==> config.mk <==
export PLATFORM = sky130hd
export DESIGN_NAME = psc_panel
export DESIGN_NICKNAME = d
export VERILOG_FILES = /design/src/hw/psc_pkg.sv /design/src/hw/psc_panel.sv
export SDC_FILE = /design/constraint.sdc
export NUM_CORES = 1
export LEC_CHECK = 0
export ABC_AREA = 0
export BUFFER_PORTS_ARGS = -buffer_cell sky130_fd_sc_hd__buf_2
export CORE_MARGIN = 4
export CORE_UTILIZATION = 43
export CTS_CLUSTER_SIZE = 10
export DETAILED_ROUTE_END_ITERATION = 8
export GPL_TIMING_DRIVEN = 0
export HOLD_SLACK_MARGIN = 0.02
export PLACE_DENSITY_LB_ADDON = 0.2
export SYNTH_ARGS = -nofsm -noshare
export SYNTH_HDL_FRONTEND = slang
export SYNTH_SLANG_ARGS = --single-unit
==> constraint.sdc <==
create_clock -name sys_clk -period 2.6 [get_ports sys_clk]
set_clock_uncertainty 0.1 [all_clocks]
set_input_delay 0.26 -clock sys_clk [delete_from_list [all_inputs] [get_ports sys_clk]]
set_output_delay 0.26 -clock sys_clk [all_outputs]
set_load 0.01 [all_outputs]
==> src/hw/psc_pkg.sv <==
// Package of constants and types for the panel status and port config block
package psc_pkg;
    // Blink timing
    localparam int unsigned CLK_HZ          = 40_000_000;
    localparam int unsigned BLINK_ON_MS     = 250;
    localparam int unsigned BLINK_PAUSE_MS  = 1000;
    localparam int unsigned BLINK_ON_CYC    = CLK_HZ / 1000 * BLINK_ON_MS;
    localparam int unsigned BLINK_PAUSE_CYC = CLK_HZ / 1000 * BLINK_PAUSE_MS;

    // Address limits
    localparam logic [6:0] ADDR_MIN = 7'h01;
    localparam logic [6:0] ADDR_MAX = 7'h40;
    localparam logic [3:0] DIGIT_MAX = 4'h9;

    // Fixed framing values
    localparam logic [14:0] BAUD_ASCII = 15'h0960;
    localparam logic [14:0] BAUD_RTU   = 15'h2580;
    localparam logic [3:0]  BITS_ASCII = 4'h7;
    localparam logic [3:0]  BITS_RTU   = 4'h8;
    localparam logic [1:0]  STOP_ONE   = 2'h1;
    localparam logic [1:0]  STOP_TWO   = 2'h2;
    localparam logic [7:0]  SW_ADDR_MAX = 8'hF7;

    // Blink counts per fatal group
    localparam logic [3:0] BLINKS_CONT = 4'h0;
    localparam logic [3:0] BLINKS_MEM  = 4'h2;
    localparam logic [3:0] BLINKS_BUS  = 4'h3;
    localparam logic [3:0] BLINKS_COMM = 4'h4;
    localparam logic [3:0] BLINKS_RAMA = 4'h5;
    localparam logic [3:0] BLINKS_RAMD = 4'h6;
    localparam logic [3:0] BLINKS_EXEC = 4'h7;
    localparam logic [3:0] BLINKS_PROM = 4'h8;

    // Crash codes
    localparam logic [15:0] CC_KERNEL    = 16'h0000;
    localparam logic [15:0] CC_MEM_SIZE  = 16'h080B;
    localparam logic [15:0] CC_RUN_OUT   = 16'h080C;
    localparam logic [15:0] CC_STACK     = 16'h082E;
    localparam logic [15:0] CC_BUS_GRANT = 16'h0769;
    localparam logic [15:0] CC_BUS_LO    = 16'h072A;
    localparam logic [15:0] CC_BUS_HI    = 16'h0730;
    localparam logic [15:0] CC_COMM_LO   = 16'h0604;
    localparam logic [15:0] CC_COMM_HI   = 16'h0631;
    localparam logic [15:0] CC_RAM_ADDR  = 16'h0503;
    localparam logic [15:0] CC_POST_MPU  = 16'h052D;
    localparam logic [15:0] CC_RAM_DATA  = 16'h0402;
    localparam logic [15:0] CC_EXEC_NONE = 16'h0300;
    localparam logic [15:0] CC_EXEC_SUM  = 16'h0301;
    localparam logic [15:0] CC_PROM_SUM  = 16'h8001;
    localparam logic [15:0] CC_FLASH     = 16'h8002;
    localparam logic [15:0] CC_EXEC_RET  = 16'h8003;

    // Three-position switch codes
    typedef enum logic [1:0] {
        PSC_POS_TOP    = 2'h0,
        PSC_POS_MIDDLE = 2'h1,
        PSC_POS_BOTTOM = 2'h2
    } psc_pos_e;

    typedef enum logic [1:0] {
        PSC_PAR_NONE = 2'h0,
        PSC_PAR_ODD  = 2'h1,
        PSC_PAR_EVEN = 2'h2
    } psc_par_e;

    typedef struct packed {
        logic       ready;
        logic       run;
        logic       serial_act;
        logic       net_act;
        logic       mem_protect;
        logic       bat_low;
        logic       net_err;
    } psc_lamps_s;

    typedef struct packed {
        logic [14:0] baud;
        psc_par_e    parity;
        logic [3:0]  data_bits;
        logic [1:0]  stop_bits;
        logic [7:0]  address;
    } psc_port_s;
endpackage

==> src/hw/psc_panel.sv <==
// Front-panel lamps, blink codes, slide and rotary switch decoding
//
// Notes on behaviour
// - Ready lamp only after diagnostics pass.
// - Run lamp while program executes.
// - Serial lamp on during serial traffic.
// - Network lamp on during network traffic.
// - Amber lamp when memory writes blocked.
// - Red lamp when battery needs replacing.
// - Red lamp on network communication error.
// - Fatal group blinks run lamp; kernel continuous.
// - Two blinks: codes 80B, 80C, 82E.
// - Three blinks: codes 769, 72A-730.
// - Four blinks: codes 604 through 631.
// - Five blinks: codes 503 and 52D.
// - Six blinks 402; seven blinks 300/301.
// - Eight blinks: codes 8001, 8002, 8003.
// - Left switch top protects memory.
// - Right top: ASCII 2400 7E1, rotary address.
// - Right middle: RTU 9600 8E1, rotary address.
// - Right bottom: validated software port parameters.
// - Bridge mode when RTU or ASCII.
// - Rotary switches give tens and ones.
// - Address 0 or above 64 holds net lamp.
`timescale 1ns/1ps
module psc_panel (
    input  wire logic                 sys_clk,
    input  wire logic                 reset,
    input  wire logic                 diag_passed,
    input  wire logic                 program_running,
    input  wire logic                 serial_traffic,
    input  wire logic                 network_traffic,
    input  wire logic                 battery_low,
    input  wire logic                 network_error,
    input  wire logic                 fatal_error,
    input  wire logic [15:0]          crash_code,
    input  wire logic [1:0]           protect_switch,
    input  wire logic [1:0]           comm_switch,
    input  wire logic [3:0]           tens_address_switch,
    input  wire logic [3:0]           ones_address_switch,
    input  wire psc_pkg::psc_port_s   sw_port_cfg,
    output psc_pkg::psc_lamps_s       lamps,
    output logic                      mem_write_block,
    output psc_pkg::psc_port_s        port_cfg,
    output logic                      sw_cfg_invalid,
    output logic                      bridge_mode,
    output logic [6:0]                node_address,
    output logic                      address_invalid,
    output logic [3:0]                blink_count
);
    typedef enum logic [1:0] {
        PSC_ST_IDLE,
        PSC_ST_ON,
        PSC_ST_OFF,
        PSC_ST_PAUSE
    } psc_blink_e;

    function automatic logic in_range(input logic [15:0] v,
                                      input logic [15:0] lo,
                                      input logic [15:0] hi);
        in_range = (v >= lo) && (v <= hi);
    endfunction

    function automatic logic baud_ok(input logic [14:0] b);
        case (b)
            15'h4B00, 15'h2580, 15'h1C20, 15'h12C0, 15'h0E10,
            15'h0960, 15'h07D0, 15'h0708, 15'h04B0, 15'h0258,
            15'h012C, 15'h0096, 15'h0086, 15'h006E, 15'h004B,
            15'h0032: baud_ok = 1'b1;
            default:  baud_ok = 1'b0;
        endcase
    endfunction

    // Group selection from crash code
    logic [3:0] group_blinks;
    wire cc_mem  = (crash_code == psc_pkg::CC_MEM_SIZE)
                 || (crash_code == psc_pkg::CC_RUN_OUT)
                 || (crash_code == psc_pkg::CC_STACK);
    wire cc_bus  = (crash_code == psc_pkg::CC_BUS_GRANT)
                 || in_range(crash_code, psc_pkg::CC_BUS_LO,
                             psc_pkg::CC_BUS_HI);
    wire cc_comm = in_range(crash_code, psc_pkg::CC_COMM_LO,
                            psc_pkg::CC_COMM_HI);
    wire cc_rama = (crash_code == psc_pkg::CC_RAM_ADDR)
                 || (crash_code == psc_pkg::CC_POST_MPU);
    wire cc_ramd = (crash_code == psc_pkg::CC_RAM_DATA);
    wire cc_exec = (crash_code == psc_pkg::CC_EXEC_NONE)
                 || (crash_code == psc_pkg::CC_EXEC_SUM);
    wire cc_prom = in_range(crash_code, psc_pkg::CC_PROM_SUM,
                            psc_pkg::CC_EXEC_RET);
    assign group_blinks = cc_mem  ? psc_pkg::BLINKS_MEM  :
                          cc_bus  ? psc_pkg::BLINKS_BUS  :
                          cc_comm ? psc_pkg::BLINKS_COMM :
                          cc_rama ? psc_pkg::BLINKS_RAMA :
                          cc_ramd ? psc_pkg::BLINKS_RAMD :
                          cc_exec ? psc_pkg::BLINKS_EXEC :
                          cc_prom ? psc_pkg::BLINKS_PROM :
                                    psc_pkg::BLINKS_CONT;

    // Blink sequencer
    psc_blink_e  state_r;
    logic [31:0] timer_r;
    logic [3:0]  left_r;
    logic [3:0]  count_r;
    wire         timer_done = (timer_r == 32'h0);
    wire [31:0]  on_load    = 32'(psc_pkg::BLINK_ON_CYC - 1);
    wire [31:0]  pause_load = 32'(psc_pkg::BLINK_PAUSE_CYC - 1);

    always_ff @(posedge sys_clk or posedge reset) begin
        if (reset) begin
            state_r <= PSC_ST_IDLE;
            timer_r <= 32'h0;
            left_r  <= 4'h0;
            count_r <= 4'h0;
        end else if (!fatal_error) begin
            state_r <= PSC_ST_IDLE;
            timer_r <= 32'h0;
            left_r  <= 4'h0;
            count_r <= 4'h0;
        end else if (state_r == PSC_ST_IDLE || timer_done) begin
            case (state_r)
                PSC_ST_IDLE, PSC_ST_PAUSE: begin
                    state_r <= PSC_ST_ON;
                    timer_r <= on_load;
                    count_r <= group_blinks;
                    left_r  <= group_blinks;
                end
                PSC_ST_ON: begin
                    state_r <= PSC_ST_OFF;
                    timer_r <= on_load;
                    if (left_r != 4'h0) begin
                        left_r <= left_r - 4'h1;
                    end
                end
                default: begin
                    // Continuous group never pauses
                    if (left_r == 4'h0 && count_r != 4'h0) begin
                        state_r <= PSC_ST_PAUSE;
                        timer_r <= pause_load;
                    end else begin
                        state_r <= PSC_ST_ON;
                        timer_r <= on_load;
                    end
                end
            endcase
        end else begin
            timer_r <= timer_r - 32'h1;
        end
    end
    assign blink_count = count_r;

    // Switch decoding
    wire tens_ok = (tens_address_switch <= psc_pkg::DIGIT_MAX);
    wire ones_ok = (ones_address_switch <= psc_pkg::DIGIT_MAX);
    wire [6:0] addr_sum = 7'(tens_address_switch * 4'hA)
                        + 7'(ones_address_switch);
    wire addr_bad = !tens_ok || !ones_ok
                  || (addr_sum < psc_pkg::ADDR_MIN)
                  || (addr_sum > psc_pkg::ADDR_MAX);
    wire protect  = (protect_switch == psc_pkg::PSC_POS_TOP);
    wire is_ascii = (comm_switch == psc_pkg::PSC_POS_TOP);
    wire is_rtu   = (comm_switch == psc_pkg::PSC_POS_MIDDLE);
    wire sw_ok = baud_ok(sw_port_cfg.baud)
               && (sw_port_cfg.data_bits == psc_pkg::BITS_ASCII
                   || sw_port_cfg.data_bits == psc_pkg::BITS_RTU)
               && (sw_port_cfg.stop_bits == psc_pkg::STOP_ONE
                   || sw_port_cfg.stop_bits == psc_pkg::STOP_TWO)
               && (sw_port_cfg.parity != 2'h3)
               && (sw_port_cfg.address >= 8'h01)
               && (sw_port_cfg.address <= psc_pkg::SW_ADDR_MAX);

    psc_pkg::psc_port_s fixed_cfg;
    always_comb begin
        fixed_cfg.parity    = psc_pkg::PSC_PAR_EVEN;
        fixed_cfg.stop_bits = psc_pkg::STOP_ONE;
        fixed_cfg.address   = {1'b0, addr_sum};
        if (is_ascii) begin
            fixed_cfg.baud      = psc_pkg::BAUD_ASCII;
            fixed_cfg.data_bits = psc_pkg::BITS_ASCII;
        end else begin
            fixed_cfg.baud      = psc_pkg::BAUD_RTU;
            fixed_cfg.data_bits = psc_pkg::BITS_RTU;
        end
    end

    wire run_lamp = fatal_error ? (state_r == PSC_ST_ON)
                                : program_running;

    always_ff @(posedge sys_clk or posedge reset) begin
        if (reset) begin
            lamps           <= '0;
            mem_write_block <= 1'b0;
            port_cfg        <= '0;
            sw_cfg_invalid  <= 1'b0;
            bridge_mode     <= 1'b0;
            node_address    <= 7'h0;
            address_invalid <= 1'b0;
        end else begin
            lamps.ready       <= diag_passed;
            lamps.run         <= run_lamp;
            lamps.serial_act  <= serial_traffic;
            lamps.net_act     <= network_traffic || addr_bad;
            lamps.mem_protect <= protect;
            lamps.bat_low     <= battery_low;
            lamps.net_err     <= network_error;
            mem_write_block   <= protect;
            bridge_mode       <= is_ascii || is_rtu;
            node_address      <= addr_sum;
            address_invalid   <= addr_bad;
            sw_cfg_invalid    <= !(is_ascii || is_rtu) && !sw_ok;
            if (is_ascii || is_rtu) begin
                port_cfg <= fixed_cfg;
            end else if (sw_ok) begin
                port_cfg <= sw_port_cfg;
            end
        end
    end
endmodule

# Word level (Yosys, flattened, before mapping)
# Cells that the tools add are included.
# word_totals
word_cells	141
regBits	90
output_inout_bits	53
# classes
n_mux	28
n_eq_ne	37
mul	1
magnitude_cmp	12
add_sub_neg	3
reduce_logical	40
# op_table
operator	count
== test 16 x 11 -> 1 bit (second input constant)	4
2-to-1 mux 32 bit	2
2-to-1 mux 31 bit	2
2-to-1 mux 4 bit	14
2-to-1 mux 26 bit	2
== test 16 x 12 -> 1 bit (second input constant)	3
== test 15 x 11 -> 1 bit (second input constant)	3
== test 16 x 10 -> 1 bit (second input constant)	2
>= comparator 16 x 11 -> 1 bit (second input constant)	2
<= comparator 16 x 11 -> 1 bit (second input constant)	2
zero test 32 bit	1
subtractor 32 x 1 -> 32 bit (second input constant)	1
== test 15 x 12 -> 1 bit (second input constant)	2
== test 15 x 13 -> 1 bit (second input constant)	2
== test 15 x 7 -> 1 bit (second input constant)	2
== test 15 x 8 -> 1 bit (second input constant)	2
>= comparator 16 bit (second input constant)	1
<= comparator 16 bit (second input constant)	1
OR reduction 16 bit	1
== test 15 x 10 -> 1 bit (second input constant)	1
== test 15 x 14 -> 1 bit (second input constant)	1
== test 15 bit (second input constant)	1
== test 15 x 6 -> 1 bit (second input constant)	1
== test 15 x 9 -> 1 bit (second input constant)	1
other kinds (32)	67

# Logic depth before layout (Yosys ltp)
# Gate-level depths: netlist of the first run.
# depth
word_depth	12
depth_mapped	10

# Least setup slack after synthesis of the first run
# No wires, ideal clock.
# synth_path
path_kind	in2reg
start	input port tens_address_switch[1]
end	register lamps[3] (netlist bit)
path_stages	9
path_slack_ns	0.147
t_arrival_ns	2.226
required_time_ns	2.373
path_buffers	0
cell_sequence	ha_1 -> ha_1 -> inv_1 -> fa_1 -> xor2_1 -> nor4_1 -> xnor2_1 -> nand3_1 -> or2_2
# synth_between
elab_chain_cells	6
elab_cells_between_ends	10
cone_classes	1 x add/sub; 1 x mul; 3 x order compare; 5 x reduce/logical
# synth_lines
item	line_no	text
from (decl)	psc_panel.sv:39	input wire logic [3:0] tens_address_switch,
multiplier 4 x 3 -> 6 bit (*)	psc_panel.sv:155	wire [6:0] addr_sum = 7'(tens_address_switch * 4'hA)
adder 7 x 4 -> 7 bit (*)	psc_panel.sv:156	+ 7'(ones_address_switch);
named net addr_sum[5]	psc_panel.sv:155	
less-than comparator 7 x 1 -> 1 bit	psc_panel.sv:158	|| (addr_sum < psc_pkg::ADDR_MIN)
logical OR 1 bit	psc_panel.sv:158	
logical OR 1 bit (*)	psc_panel.sv:159	|| (addr_sum > psc_pkg::ADDR_MAX);
named net addr_bad	psc_panel.sv:157	wire addr_bad = !tens_ok || !ones_ok
logical OR 1 bit (*)	psc_panel.sv:202	lamps.net_act <= network_traffic || addr_bad;
to (decl)	psc_panel.sv:42	output psc_pkg::psc_lamps_s lamps,
# Mark *: on every way through the listed nets, which the timed path passes. The rest lies on a longest branch.
# A chain may end at the register's enable or synchronous reset.

# Worst setup path after layout of the first run
# layout_path
start	register timer_r[0]
end	register timer_r[25]
# layout_between
elab_chain_cells	4
elab_cells_between_ends	5
cone_classes	1 x add/sub; 2 x mux; 2 x reduce/logical
# layout_lines
item	line_no	text
from (decl)	psc_panel.sv:102	logic [31:0] timer_r;
from (signal assigned)	psc_panel.sv:124	timer_r <= on_load;
from (signal assigned)	psc_panel.sv:130	timer_r <= on_load;
from (signal assigned)	psc_panel.sv:139	timer_r <= pause_load;
branches (longest 2 deep; another with subtractor 32 x 1 -> 32 bit)	--	
2-to-1 mux 32 bit (*)	psc_panel.sv:120	end else if (state_r == PSC_ST_IDLE || timer_done) begin
2-to-1 mux 32 bit (*)	psc_panel.sv:115	end else if (!fatal_error) begin
# Mark *: on every way between the ends.

==> results of run 1 <==
-- flip-flops by register name (all words and copies together), names as in the netlist --
signal           count
port_cfg            31
mem_write_block      1
address_invalid      1
blink_count          4
bridge_mode          1
lamps                6
left_r               4
sw_cfg_invalid       1
node_address         7
timer_r             32
state_r              2
-- per-layer routing --
metal | GRT usage | vias to the layer above | part of all wire
met5 | 0 | - | 0
met4 | 0.0487 | 0 | 0.014
met3 | 0.0480 | 18 | 0.061
met2 | 0.344 | 139 | 0.50
met1 | 0.270 | 2257 | 0.43
li1 | - | 2280 | -
-- logic make-up (layout without fill, tap and decap cells) --
logic type | after synthesis | count (layout)
xor gates and xnor gates | 34 | 34
DFF | 90 | 90
AOI/OAI and AO/OA | 138 | 138
adders and majority gates | 14 | 14
and+or+nand+nor | 220 | 220
buffers and inverters | 51 | 196
-- cell usage after synthesis (all sizes together) (3+ instances only) --
cell type | instances | share of area
nand2b | 3 | 0.0037
nand4b | 5 | 0.0087
nor2 | 50 | 0.037
buf | 11 | 0.013
or2 | 5 | 0.0062
nor4 | 19 | 0.027
dfrtp | 90 | 0.45
nand3 | 36 | 0.036
and3 | 4 | 0.0050
and4b | 3 | 0.0060
a21boi | 4 | 0.0060
clkbuf | 17 | 0.013
nor2b | 5 | 0.0062
o21ai | 45 | 0.046
inv | 23 | 0.017
or4 | 6 | 0.0090
xor2 | 12 | 0.021
or4b | 3 | 0.0060
a31oi | 20 | 0.025
a311oi | 3 | 0.0052
nand3b | 5 | 0.0075
or3 | 13 | 0.017
nand4bb | 3 | 0.0067
ha | 12 | 0.030
nor3 | 17 | 0.019
nand2 | 29 | 0.022
a211o | 3 | 0.0052
xnor2 | 22 | 0.038
a21oi | 40 | 0.040
a211oi | 5 | 0.0075
o22ai | 3 | 0.0050
nand4 | 4 | 0.0050
-- per-stage QoR --
stage / std cells / hold WS [ns] / setup TNS, ns
6_report: 835 / 0.0549 / 0
5_1_grt: 835 / 0.0814 / -0.00750
4_1_cts: 833 / 0.0456 / 0
3_5_place_dp: 808 / 0.151 / -2.80
3_3_place_gp: 806 / 0.269 / -1.65
2_1_floorplan: 547 / 0.191 / 0
-- critical path: stages (launching register included) --
cell and delay, ns:
dfrtp_1 0.41, or4_4 0.55, or3_4 0.38, nor4_4 0.27
and2_1 0.16, buf_2 0.16, nand2_1 0.08, xor2_1 0.16
a21oi_1 0.08
-- power by group --
group          total, mW  switching [mW]  internal (mW)
Combinational       1.46           0.876          0.588
Sequential          1.84           0.191           1.65
Clock               1.34           0.583          0.756
-- cell usage in the layout (no fill, tap or decap), types with 4 or more instances in the layout --
cell / instances
xor2_1: 12
ha_1: 12
nor2b_1: 5
nand4b_1: 5
nand3b_1: 5
nand4_1: 4
nor3_1: 13
clkbuf_1: 15
inv_1: 22
buf_2: 120
inv_6: 4
o21ai_0: 40
nor2_1: 50
or4_1: 5
o21ai_1: 4
xnor2_1: 22
or3_1: 11
dfrtp_1: 90
nand3_1: 36
dlygate4sd3_1: 9
buf_4: 4
a211oi_1: 5
a21oi_1: 40
clkbuf_16: 9
a31oi_1: 20
nand2_1: 27
and3_1: 4
nor4_1: 15
-- worst paths after layout --
kind	endpoint	slack (ns)	cells after the start
max	timer_r[25]	0.10	8
min	lamps[5]	0.05	3
max reg2reg	timer_r[25]	0.10	8
min reg2reg	left_r[3]	0.40	2
max in group asynchronous	blink_count[0]	1.29	5
min in group asynchronous	port_cfg[30]	0.33	3
-- layout make-up --
type	instances	area [sq um]
Inverter	23	90.1
Tap cell	143	179
Buffer	27	128
Clock inverter	7	75.1
Sequential cell	90	2250
Multi-Input combinational cell	406	2620
Timing Repair Buffer	130	733
Fill cell	1074	5120
Clock buffer	9	225
-- repair_timing --
| action | in CTS | in global routing |
|---|---|---|
| hold buffers | 9 | 0 |
| buffers inserted | 0 | 3 |
| resized for setup | 5 | 11 |
| pin swaps | 0 | 4 |
| setup endpoints to repair | 26 | 32 |
| hold endpoints to repair | 20 | 0 |
==> metrics.md, run 1 <==
| Metric | Value |
|---|---|
| Status | finished clean |
| Critical Path RT | 2.70 ns |
| Worst path arrival time | 2.60 ns |
| DP Wirelength | 9930 um |
| PortBufs | 116 |
| Drt wl/cell | 16.2 um |
| Sequential share of the synthesized area | 0.449 |
| Detailed Route Iter0 Violations | 259 |
| Clk_lat worst skew | 0.35 ns |
| Fin crit share | 0.961 |
| Critical path peak fanout | 5 |
| Num CTS Buffers | 9 |
| Post-route total power | 4.64 mW |
| Register bit total from synthesis | 90 |
| Fin. Hold Viols | 0 |
| Max cap viols | 0 |
| Primary FF master, synth | dfrtp_1 |
| Core area | 11400 sq um |
| CTS root buffer | clkbuf_16 |
| Routed WL | 13500 um |
| Post-synth net total | 629 |
| Mapped cell area | 5010 sq um |
| Peak supply drop | 312 uV |
| Final instance area | 6300 sq um |
| Synth cell types | 64 |
| Syn Area/Cell | 9.17 sq um |
| Slew HR | 0.561 |
| Xor/xnor share of the synthesized area | 0.0594 |
| Worst hold path type | primary input to flop |
| Crit path kind | flop to flop |
| Setup WS pre-CTS | -0.166 ns |
| Adder-Cell Fraction of Synth Area | 0.0379 |
| Number of synthesized flops with an enable pin | 0 |
| Vias in the first global route | 4680 |
| Static Leak | 2.74 nW |
| Die width | 116 um |
| Initial antenna violation count | 0 |
| Fin util | 0.552 |
| Overflow after GRT | 0 |
| Final net count | 769 |
| CTS sink cnt | 90 |
| Final setup fails | 0 |
| Largest net degree at the start of global routing | 41 |
| Crit. End Element | flop |
| Startpoint Class | flop |
| Initial DRT Pass Iterations | 5 |
| GRT Total Usage | 0.205 |
| CTS H-tree depth | 3 |
| Final GP Congestion | 0.902 |
| Critical Path Source | timer_r[0] |
| # rows | 39 |
| # IOs | 121 |
| Min Clock Period, post-route | 2.50 ns |
| Power density over the cells | 737 nW/um^2 |
| Die ar. | 13500 sq um |
| Layout cells sized above 1 | 0.246 |
| Worst-path clk slew | 0.07 ns |
| Final Worst Setup Slack | 0.102 ns |
| Mux cell area share after synthesis | 0 |
| Post-synthesis compound-gate area fraction | 0.166 |
| Ys Warns | 0 |
| Synth-to-Final Area Change | 25.6% |
| Max Root-Sink Buffers | 2 |
| Die height | 116 um |
| Initial Util | 0.439 |
| Largest family of logic cells by synthesized area | simple AND/OR/NAND/NOR gates |
| Total number of vias | 4694 |
| Cell count after synthesis | 547 |
| Worst Tran Pin Value | 0.654 ns |
| Placed cell areas | 5820 sq um |
| Vias per cell | 5.62 |
| TritonCTS clock tree | yes |
| FMAX | 400 MHz |
| Synth Area in Simple Gates | 0.245 |
| Detailed-route DRC error count | 0 |
| Final Max Slew Viols | 0 |
| Antenna cell count | 0 |
| Post-route ant nets | 0 |
| Min-Delay Startpoint | program_running |
| RR Startpoint | timer_r[0] |
| Global-route wire length before repair | 22300 um |
| FFs w/ async S/R, synth | 1.00 |
Note: power is estimated with default switching activity, not from simulation.
==> inputs of run 2 (changes only) <==
--- a/config.mk
+++ b/config.mk
@@ -7,6 +7,7 @@
 export LEC_CHECK = 0
 export ABC_AREA = 0
 export BUFFER_PORTS_ARGS = -buffer_cell sky130_fd_sc_hd__buf_2
+export CORE_ASPECT_RATIO = 1.2
 export CORE_MARGIN = 4
 export CORE_UTILIZATION = 43
 export CTS_CLUSTER_SIZE = 10
==> metrics.md, run 2 (synthesis gave the netlist of run 1 again) <==
| Metric | Value |
|---|---|
| Layout cells sized above 1 | 0.251 (was 0.246) |
| Startpoint Class | flop (unchanged) |
| Die ar. | 13500 sq um (about the same) |
| Fin crit share | 0.965 (was 0.961) |
| Placed cell areas | 5830 sq um (was 5820 sq um) |
| Worst-path cell chain | inv_1 > ha_1 > or3b_1 > nor3_2 > nand3_1 > or2_1 > nor4_2 > xnor2_1 > nor2_1 (was or4_4 > or3_4 > nor4_4 > and2_1 > buf_2 > nand2_1 > xor2_1 > a21oi_1) |
| Sw power | 1.61 mW (was 1.65 mW) |
| Detailed-route DRC error count | 0 (unchanged) |
| Fin. Hold Viols | 0 (unchanged) |
| CTS H-tree depth | 3 (unchanged) |
| Static Leak | 2.78 nW (was 2.74 nW) |
| Final Worst Setup Slack | 0.0906 ns (was 0.102 ns) |
| Vias per cell | 5.59 (was 5.62) |
| Final Max Slew Viols | 0 (unchanged) |
| Most frequent cells in the layout | buf_2 (120), dfrtp_1 (90), nor2_1 (49) (was buf_2 (120), dfrtp_1 (90), nor2_1 (50)) |
| CTS sink cnt | 90 (unchanged) |
| Routed WL | 13700 um (was 13500 um) |
| Post-route ant nets | 0 (unchanged) |
| Die height | 126 um (was 116 um) |
| Final instance area | 6400 sq um (was 6300 sq um) |
| FMAX | 398 MHz (was 400 MHz) |
| Crit. End Element | flop (unchanged) |
| R2R setup slack | 0.09 ns (was 0.10 ns) |
| Num CTS Buffers | 9 (unchanged) |
| Internal | 3.19 mW (was 2.99 mW) |
| Max reg flops | 32 (unchanged) |
| Core area | 11200 sq um (was 11400 sq um) |
| Drt wl/cell | 16.1 um (was 16.2 um) |
| Antenna cell count | 0 (unchanged) |
| CTS root buffer | clkbuf_16 (unchanged) |
| Overflow after GRT | 0 (unchanged) |
| Crit path largest cell delay | 0.47 ns (was 0.55 ns) |
| Net Sw Frac | 0.336 (was 0.356) |
| # IOs | 121 (unchanged) |
| Detailed Route Iter0 Violations | 242 (was 259) |
| Status | finished clean (unchanged) |
| Largest Register | timer_r (unchanged) |
| Final GP Congestion | 0.909 (was 0.902) |
| GRT Total Usage | 0.203 (was 0.205) |
| Peak supply drop | 326 uV (was 312 uV) |
| Crit path kind | flop to flop (unchanged) |
| Initial DRT Pass Iterations | 5 (unchanged) |
| Initial antenna violation count | 0 (unchanged) |
| TritonCTS clock tree | yes (unchanged) |
| Max cap viols | 0 (unchanged) |
| Worst Tran Pin Value | 0.704 ns (was 0.654 ns) |
| Combinational power share | 0.315 (about the same) |
| Die width | 107 um (was 116 um) |
| Max Root-Sink Buffers | 2 (unchanged) |
| Final net count | 775 (was 769) |
| DP Wirelength | 10300 um (was 9930 um) |
| Power density over the cells | 750 nW/um^2 (was 737 nW/um^2) |
| Total number of vias | 4766 (was 4694) |
| Min Clock Period, post-route | 2.51 ns (was 2.50 ns) |
| CP max stage cell | or3b_1 (was or4_4) |
| Initial Util | 0.446 (was 0.439) |
| Setup WS pre-CTS | -0.142 ns (was -0.166 ns) |
| Global-route wire length before repair | 22500 um (was 22300 um) |
| Most common cell after layout, fill and taps aside | buf_2 (unchanged) |
| Largest regs | timer_r: 32 flops, port_cfg: 31 flops, node_address: 7 flops (unchanged) |
| Worst hold path type | primary input to flop (unchanged) |
| Vias in the first global route | 4627 (was 4680) |
| FILL cells | 1066 (was 1074) |
| Synth-to-Final Area Change | 27.6% (was 25.6%) |
| Worst-path clk slew | 0.06 ns (was 0.07 ns) |
| Final setup fails | 0 (unchanged) |
| Clk pwr share | 0.303 (was 0.289) |
| Flop pwr share | 0.382 (was 0.396) |
| Worst path arrival time | 2.62 ns (was 2.60 ns) |
| Largest net degree at the start of global routing | 40 (was 41) |
| Slew HR | 0.527 (was 0.561) |
| Critical path peak fanout | 5 (unchanged) |
| # rows | 42 (was 39) |
| PortBufs | 116 (unchanged) |
| Critical Path RT | 2.71 ns (was 2.70 ns) |
| Clk_lat worst skew | 0.33 ns (was 0.35 ns) |
## run 2: path summary, 6_finish.rpt
| kind | startpoint | to | cells past startpoint |
|---|---|---|---|
| min in group asynchronous | reset | port_cfg[20] | 3 |
| worst min-delay path | program_running | lamps[5] | 3 |
| worst min register to register | left_r[3] | left_r[3] | 2 |
| worst max register to register | timer_r[0] | timer_r[30] | 9 |
| worst max-delay path | timer_r[0] | timer_r[30] | 9 |
| max in group asynchronous | reset | lamps[3] | 5 |
## run 2: critical path: cells and delay by family (launching register included)
family,cells,cell delay (ns)
XOR/XNOR,1,0.16
adder cells (fa/ha/maj),1,0.18
buffers and inverters,1,0.09
flip-flops,1,0.41
AND/OR/NAND/NOR,6,1.47
## run 2: power by group through the flow
| stage | Sequential, mW | Clock [mW] | Combinational, mW |
|---|---|---|---|
| 2_1_floorplan | 1.85 | 0 | 0.929 |
| 6_report | 1.83 | 1.45 | 1.51 |
| 4_1_cts | 1.83 | 1.48 | 1.40 |
| 3_3_place_gp | 1.84 | 0 | 1.33 |
| 5_1_grt | 1.87 | 1.55 | 1.69 |
| 3_5_place_dp | 1.85 | 0 | 1.37 |
## run 2: layout make-up
type	instances	area, sq um	area share
sequential	90	2250	0.352
inverter	23	90.1	0.0141
tap	154	193	0.0301
clock buffer	13	270	0.0422
timing repair buffer	136	778	0.122
multi-input combinational	406	2620	0.409
clock inverter	3	68.8	0.0108
buffer	27	130	0.0203
## run 2: metrics by stage
step / setup TNS (ns) / std cells / util / hold WS, ns / total power, mW
final: 0 / 852 / 0.569 / 0.0654 / 4.80
after global placement: -3.07 / 817 / 0.515 / 0.269 / 3.17
after floorplan: 0 / 547 / - / 0.191 / 2.78
after CTS: 0 / 844 / 0.558 / 0.0541 / 4.71
after global routing: -0.0520 / 852 / 0.569 / 0.0865 / 5.11
after detailed placement: -1.91 / 819 / 0.519 / 0.252 / 3.22
## run 2: per-layer routing
metal	vias up	GRT usage	routed length, um
li1	2284	-	-
met1	2318	0.267	5640
met2	145	0.348	7120
met3	19	0.0305	694
met4	0	0.0549	251
met5	-	0	0
## run 2: what timing repair did
item,CTS,global route
setup endpoints to repair,27,31
hold endpoints to repair,31,0
resized for setup,3,16
hold buffers,9,0
pin swaps,0,6
buffers inserted,0,9
==> inputs of run 3 (changes only) <==
--- a/config.mk
+++ b/config.mk
@@ -9,7 +9,7 @@
 export BUFFER_PORTS_ARGS = -buffer_cell sky130_fd_sc_hd__buf_2
 export CORE_ASPECT_RATIO = 1.2
 export CORE_MARGIN = 4
-export CORE_UTILIZATION = 43
+export CORE_UTILIZATION = 30
 export CTS_CLUSTER_SIZE = 10
 export DETAILED_ROUTE_END_ITERATION = 8
 export GPL_TIMING_DRIVEN = 0
==> metrics.md, run 3 (synthesis gave the netlist of run 1 again) <==
| Metric | Value |
|---|---|
| Status | finished clean (unchanged) |
| PortBufs | 116 (unchanged) |
| Min-Delay Startpoint | program_running (unchanged) |
| Worst Tran Pin Value | 0.636 ns (was 0.704 ns) |
| Initial antenna violation count | 0 (unchanged) |
| Combinational power share | 0.326 (was 0.315) |
| Setup WS pre-CTS | -0.260 ns (was -0.142 ns) |
| Fin util | 0.391 (was 0.569) |
| # IOs | 121 (unchanged) |
| GRT Total Usage | 0.158 (was 0.203) |
| Net Sw Frac | 0.359 (was 0.336) |
| Detailed Route Iter0 Violations | 343 (was 242) |
| Most common cell after layout, fill and taps aside | buf_2 (unchanged) |
| Slew HR | 0.572 (was 0.527) |
| Static Leak | 2.74 nW (was 2.78 nW) |
| Critical Path Source | timer_r[20] (was timer_r[0]) |
| Detailed-route DRC error count | 0 (unchanged) |
| Worst-path clk slew | 0.06 ns (about the same) |
| Max Root-Sink Buffers | 2 (unchanged) |
| RR Startpoint | timer_r[20] (was timer_r[0]) |
| Die ar. | 18900 sq um (was 13500 sq um) |
| CTS root buffer | clkbuf_16 (unchanged) |
| # rows | 51 (was 42) |
| Initial DRT Pass Iterations | 5 (unchanged) |
| Total number of vias | 4756 (was 4766) |
| RSZ-0062 raised after global routing | yes |
| Worst hold path type | primary input to flop (unchanged) |
| Vias per cell | 5.24 (was 5.59) |
| Finished Layout Cells | 907 (was 852) |
| Fin. Hold Viols | 0 (unchanged) |
| Largest net degree at the start of global routing | 42 (was 40) |
| Die width | 126 um (was 107 um) |
| Flop pwr share | 0.397 (was 0.382) |
| Largest Register | timer_r (unchanged) |
| CTS H-tree depth | 3 (unchanged) |
| CTS sink cnt | 90 (unchanged) |
| Crit. End Element | flop (unchanged) |
| Final Worst Setup Slack | 0.143 ns (was 0.0906 ns) |
| Largest regs | timer_r: 32 flops, port_cfg: 31 flops, node_address: 7 flops (unchanged) |
| DP Wirelength | 11100 um (was 10300 um) |
| Power density over the cells | 723 nW/um^2 (was 750 nW/um^2) |
| Clk_lat worst skew | 0.35 ns (was 0.33 ns) |
| Drt wl/cell | 16.0 um (was 16.1 um) |
| Crit path kind | flop to flop (unchanged) |
| Peak supply drop | 332 uV (was 326 uV) |
| Min Clock Period, post-route | 2.46 ns (was 2.51 ns) |
| Final GP Congestion | 0.877 (was 0.909) |
| Num CTS Buffers | 9 (unchanged) |
| Final setup TNS | 0 ns (unchanged) |
| Final Max Slew Viols | 0 (unchanged) |
| Sw power | 1.66 mW (was 1.61 mW) |
| Final setup fails | 0 (unchanged) |
| Vias in the first global route | 4841 (was 4627) |
| Initial Util | 0.307 (was 0.446) |
| Startpoint Class | flop (unchanged) |
| Fin crit share | 0.945 (was 0.965) |
| TritonCTS clock tree | yes (unchanged) |
| Worst path arrival time | 2.56 ns (was 2.62 ns) |
| Die height | 150 um (was 126 um) |
| Post-route ant nets | 0 (unchanged) |
| Antenna cell count | 0 (unchanged) |
| Routed WL | 14600 um (was 13700 um) |
| Synth-to-Final Area Change | 27.2% (was 27.6%) |
| Clk pwr share | 0.277 (was 0.303) |
| FILL cells | 1704 (was 1066) |
| Max reg flops | 32 (unchanged) |
| Final net count | 772 (was 775) |
| Overflow after GRT | 0 (unchanged) |
| FMAX | 407 MHz (was 398 MHz) |
| Global-route wire length before repair | 24300 um (was 22500 um) |
| Critical Path RT | 2.71 ns (about the same) |
| Core area | 16300 sq um (was 11200 sq um) |
| Most frequent cells in the layout | buf_2 (121), dfrtp_1 (90), nor2_1 (50) (was buf_2 (120), dfrtp_1 (90), nor2_1 (49)) |
| Critical path peak fanout | 8 (was 5) |
| Post-placement cell count | 877 (was 819) |
| Layout cells sized above 1 | 0.245 (was 0.251) |
| Internal | 2.96 mW (was 3.19 mW) |
| Max cap viols | 0 (unchanged) |
## run 3: metal layers
layer  GRT usage  part of all wire
met5           0                 0
met4      0.0612             0.020
met3      0.0232             0.043
met2       0.274              0.51
met1       0.198              0.43
## run 3: worst max-delay path, stage by stage, from the launching register on
cell and delay (ns):
dfrtp_1 0.39, or4_1 0.58, nor3_1 0.29, a41oi_2 0.28, buf_4 0.22, o21ai_2 0.37
a21oi_1 0.09
## run 3: what timing repair did
action	CTS	global route
endpoints found under the setup margin	27	31
hold buffers	9	0
pin swaps	1	4
buffers inserted	2	4
gates resized for setup	6	9
hold endpoints to repair	17	0
## run 3: through the flow
stage	instance area, sq um	hold WS (ns)	total power, mW
after floorplan	5020	0.191	2.78
after global placement	5860	0.268	3.20
after detailed placement	5900	0.146	3.23
after CTS	6320	0.0363	4.60
after global routing	6380	0.0556	4.94
final	6380	0.0472	4.61
## run 3: path summary, 6_finish.rpt
check                               to  slack [ns]  cells after the start
setup / recovery           timer_r[25]        0.14                      6
hold / removal                lamps[5]        0.05                      3
setup reg to reg           timer_r[25]        0.14                      6
hold reg to reg              left_r[3]        0.39                      2
max in group asynchronous   timer_r[3]        1.55                      4
min in group asynchronous     lamps[0]        0.34                      3
## run 3: cell type report
type	count	area, sq um	area share
plain buffers	27	128	0.0200
clock buffers	11	243	0.0380
clock inverters	5	46.3	0.00725
inverters	23	90.1	0.0141
multi-input cells	406	2600	0.408
flip-flops and latches	90	2250	0.353
well taps	212	265	0.0416
repair buffers	133	756	0.118
## run 3: power by group through the flow
stage	registers, mW	logic, mW	clock network, mW
floorplan	1.85	0.929	0
global placement	1.85	1.35	0
detailed placement	1.86	1.38	0
CTS	1.83	1.45	1.32
global route	1.87	1.69	1.37
finish	1.83	1.50	1.28
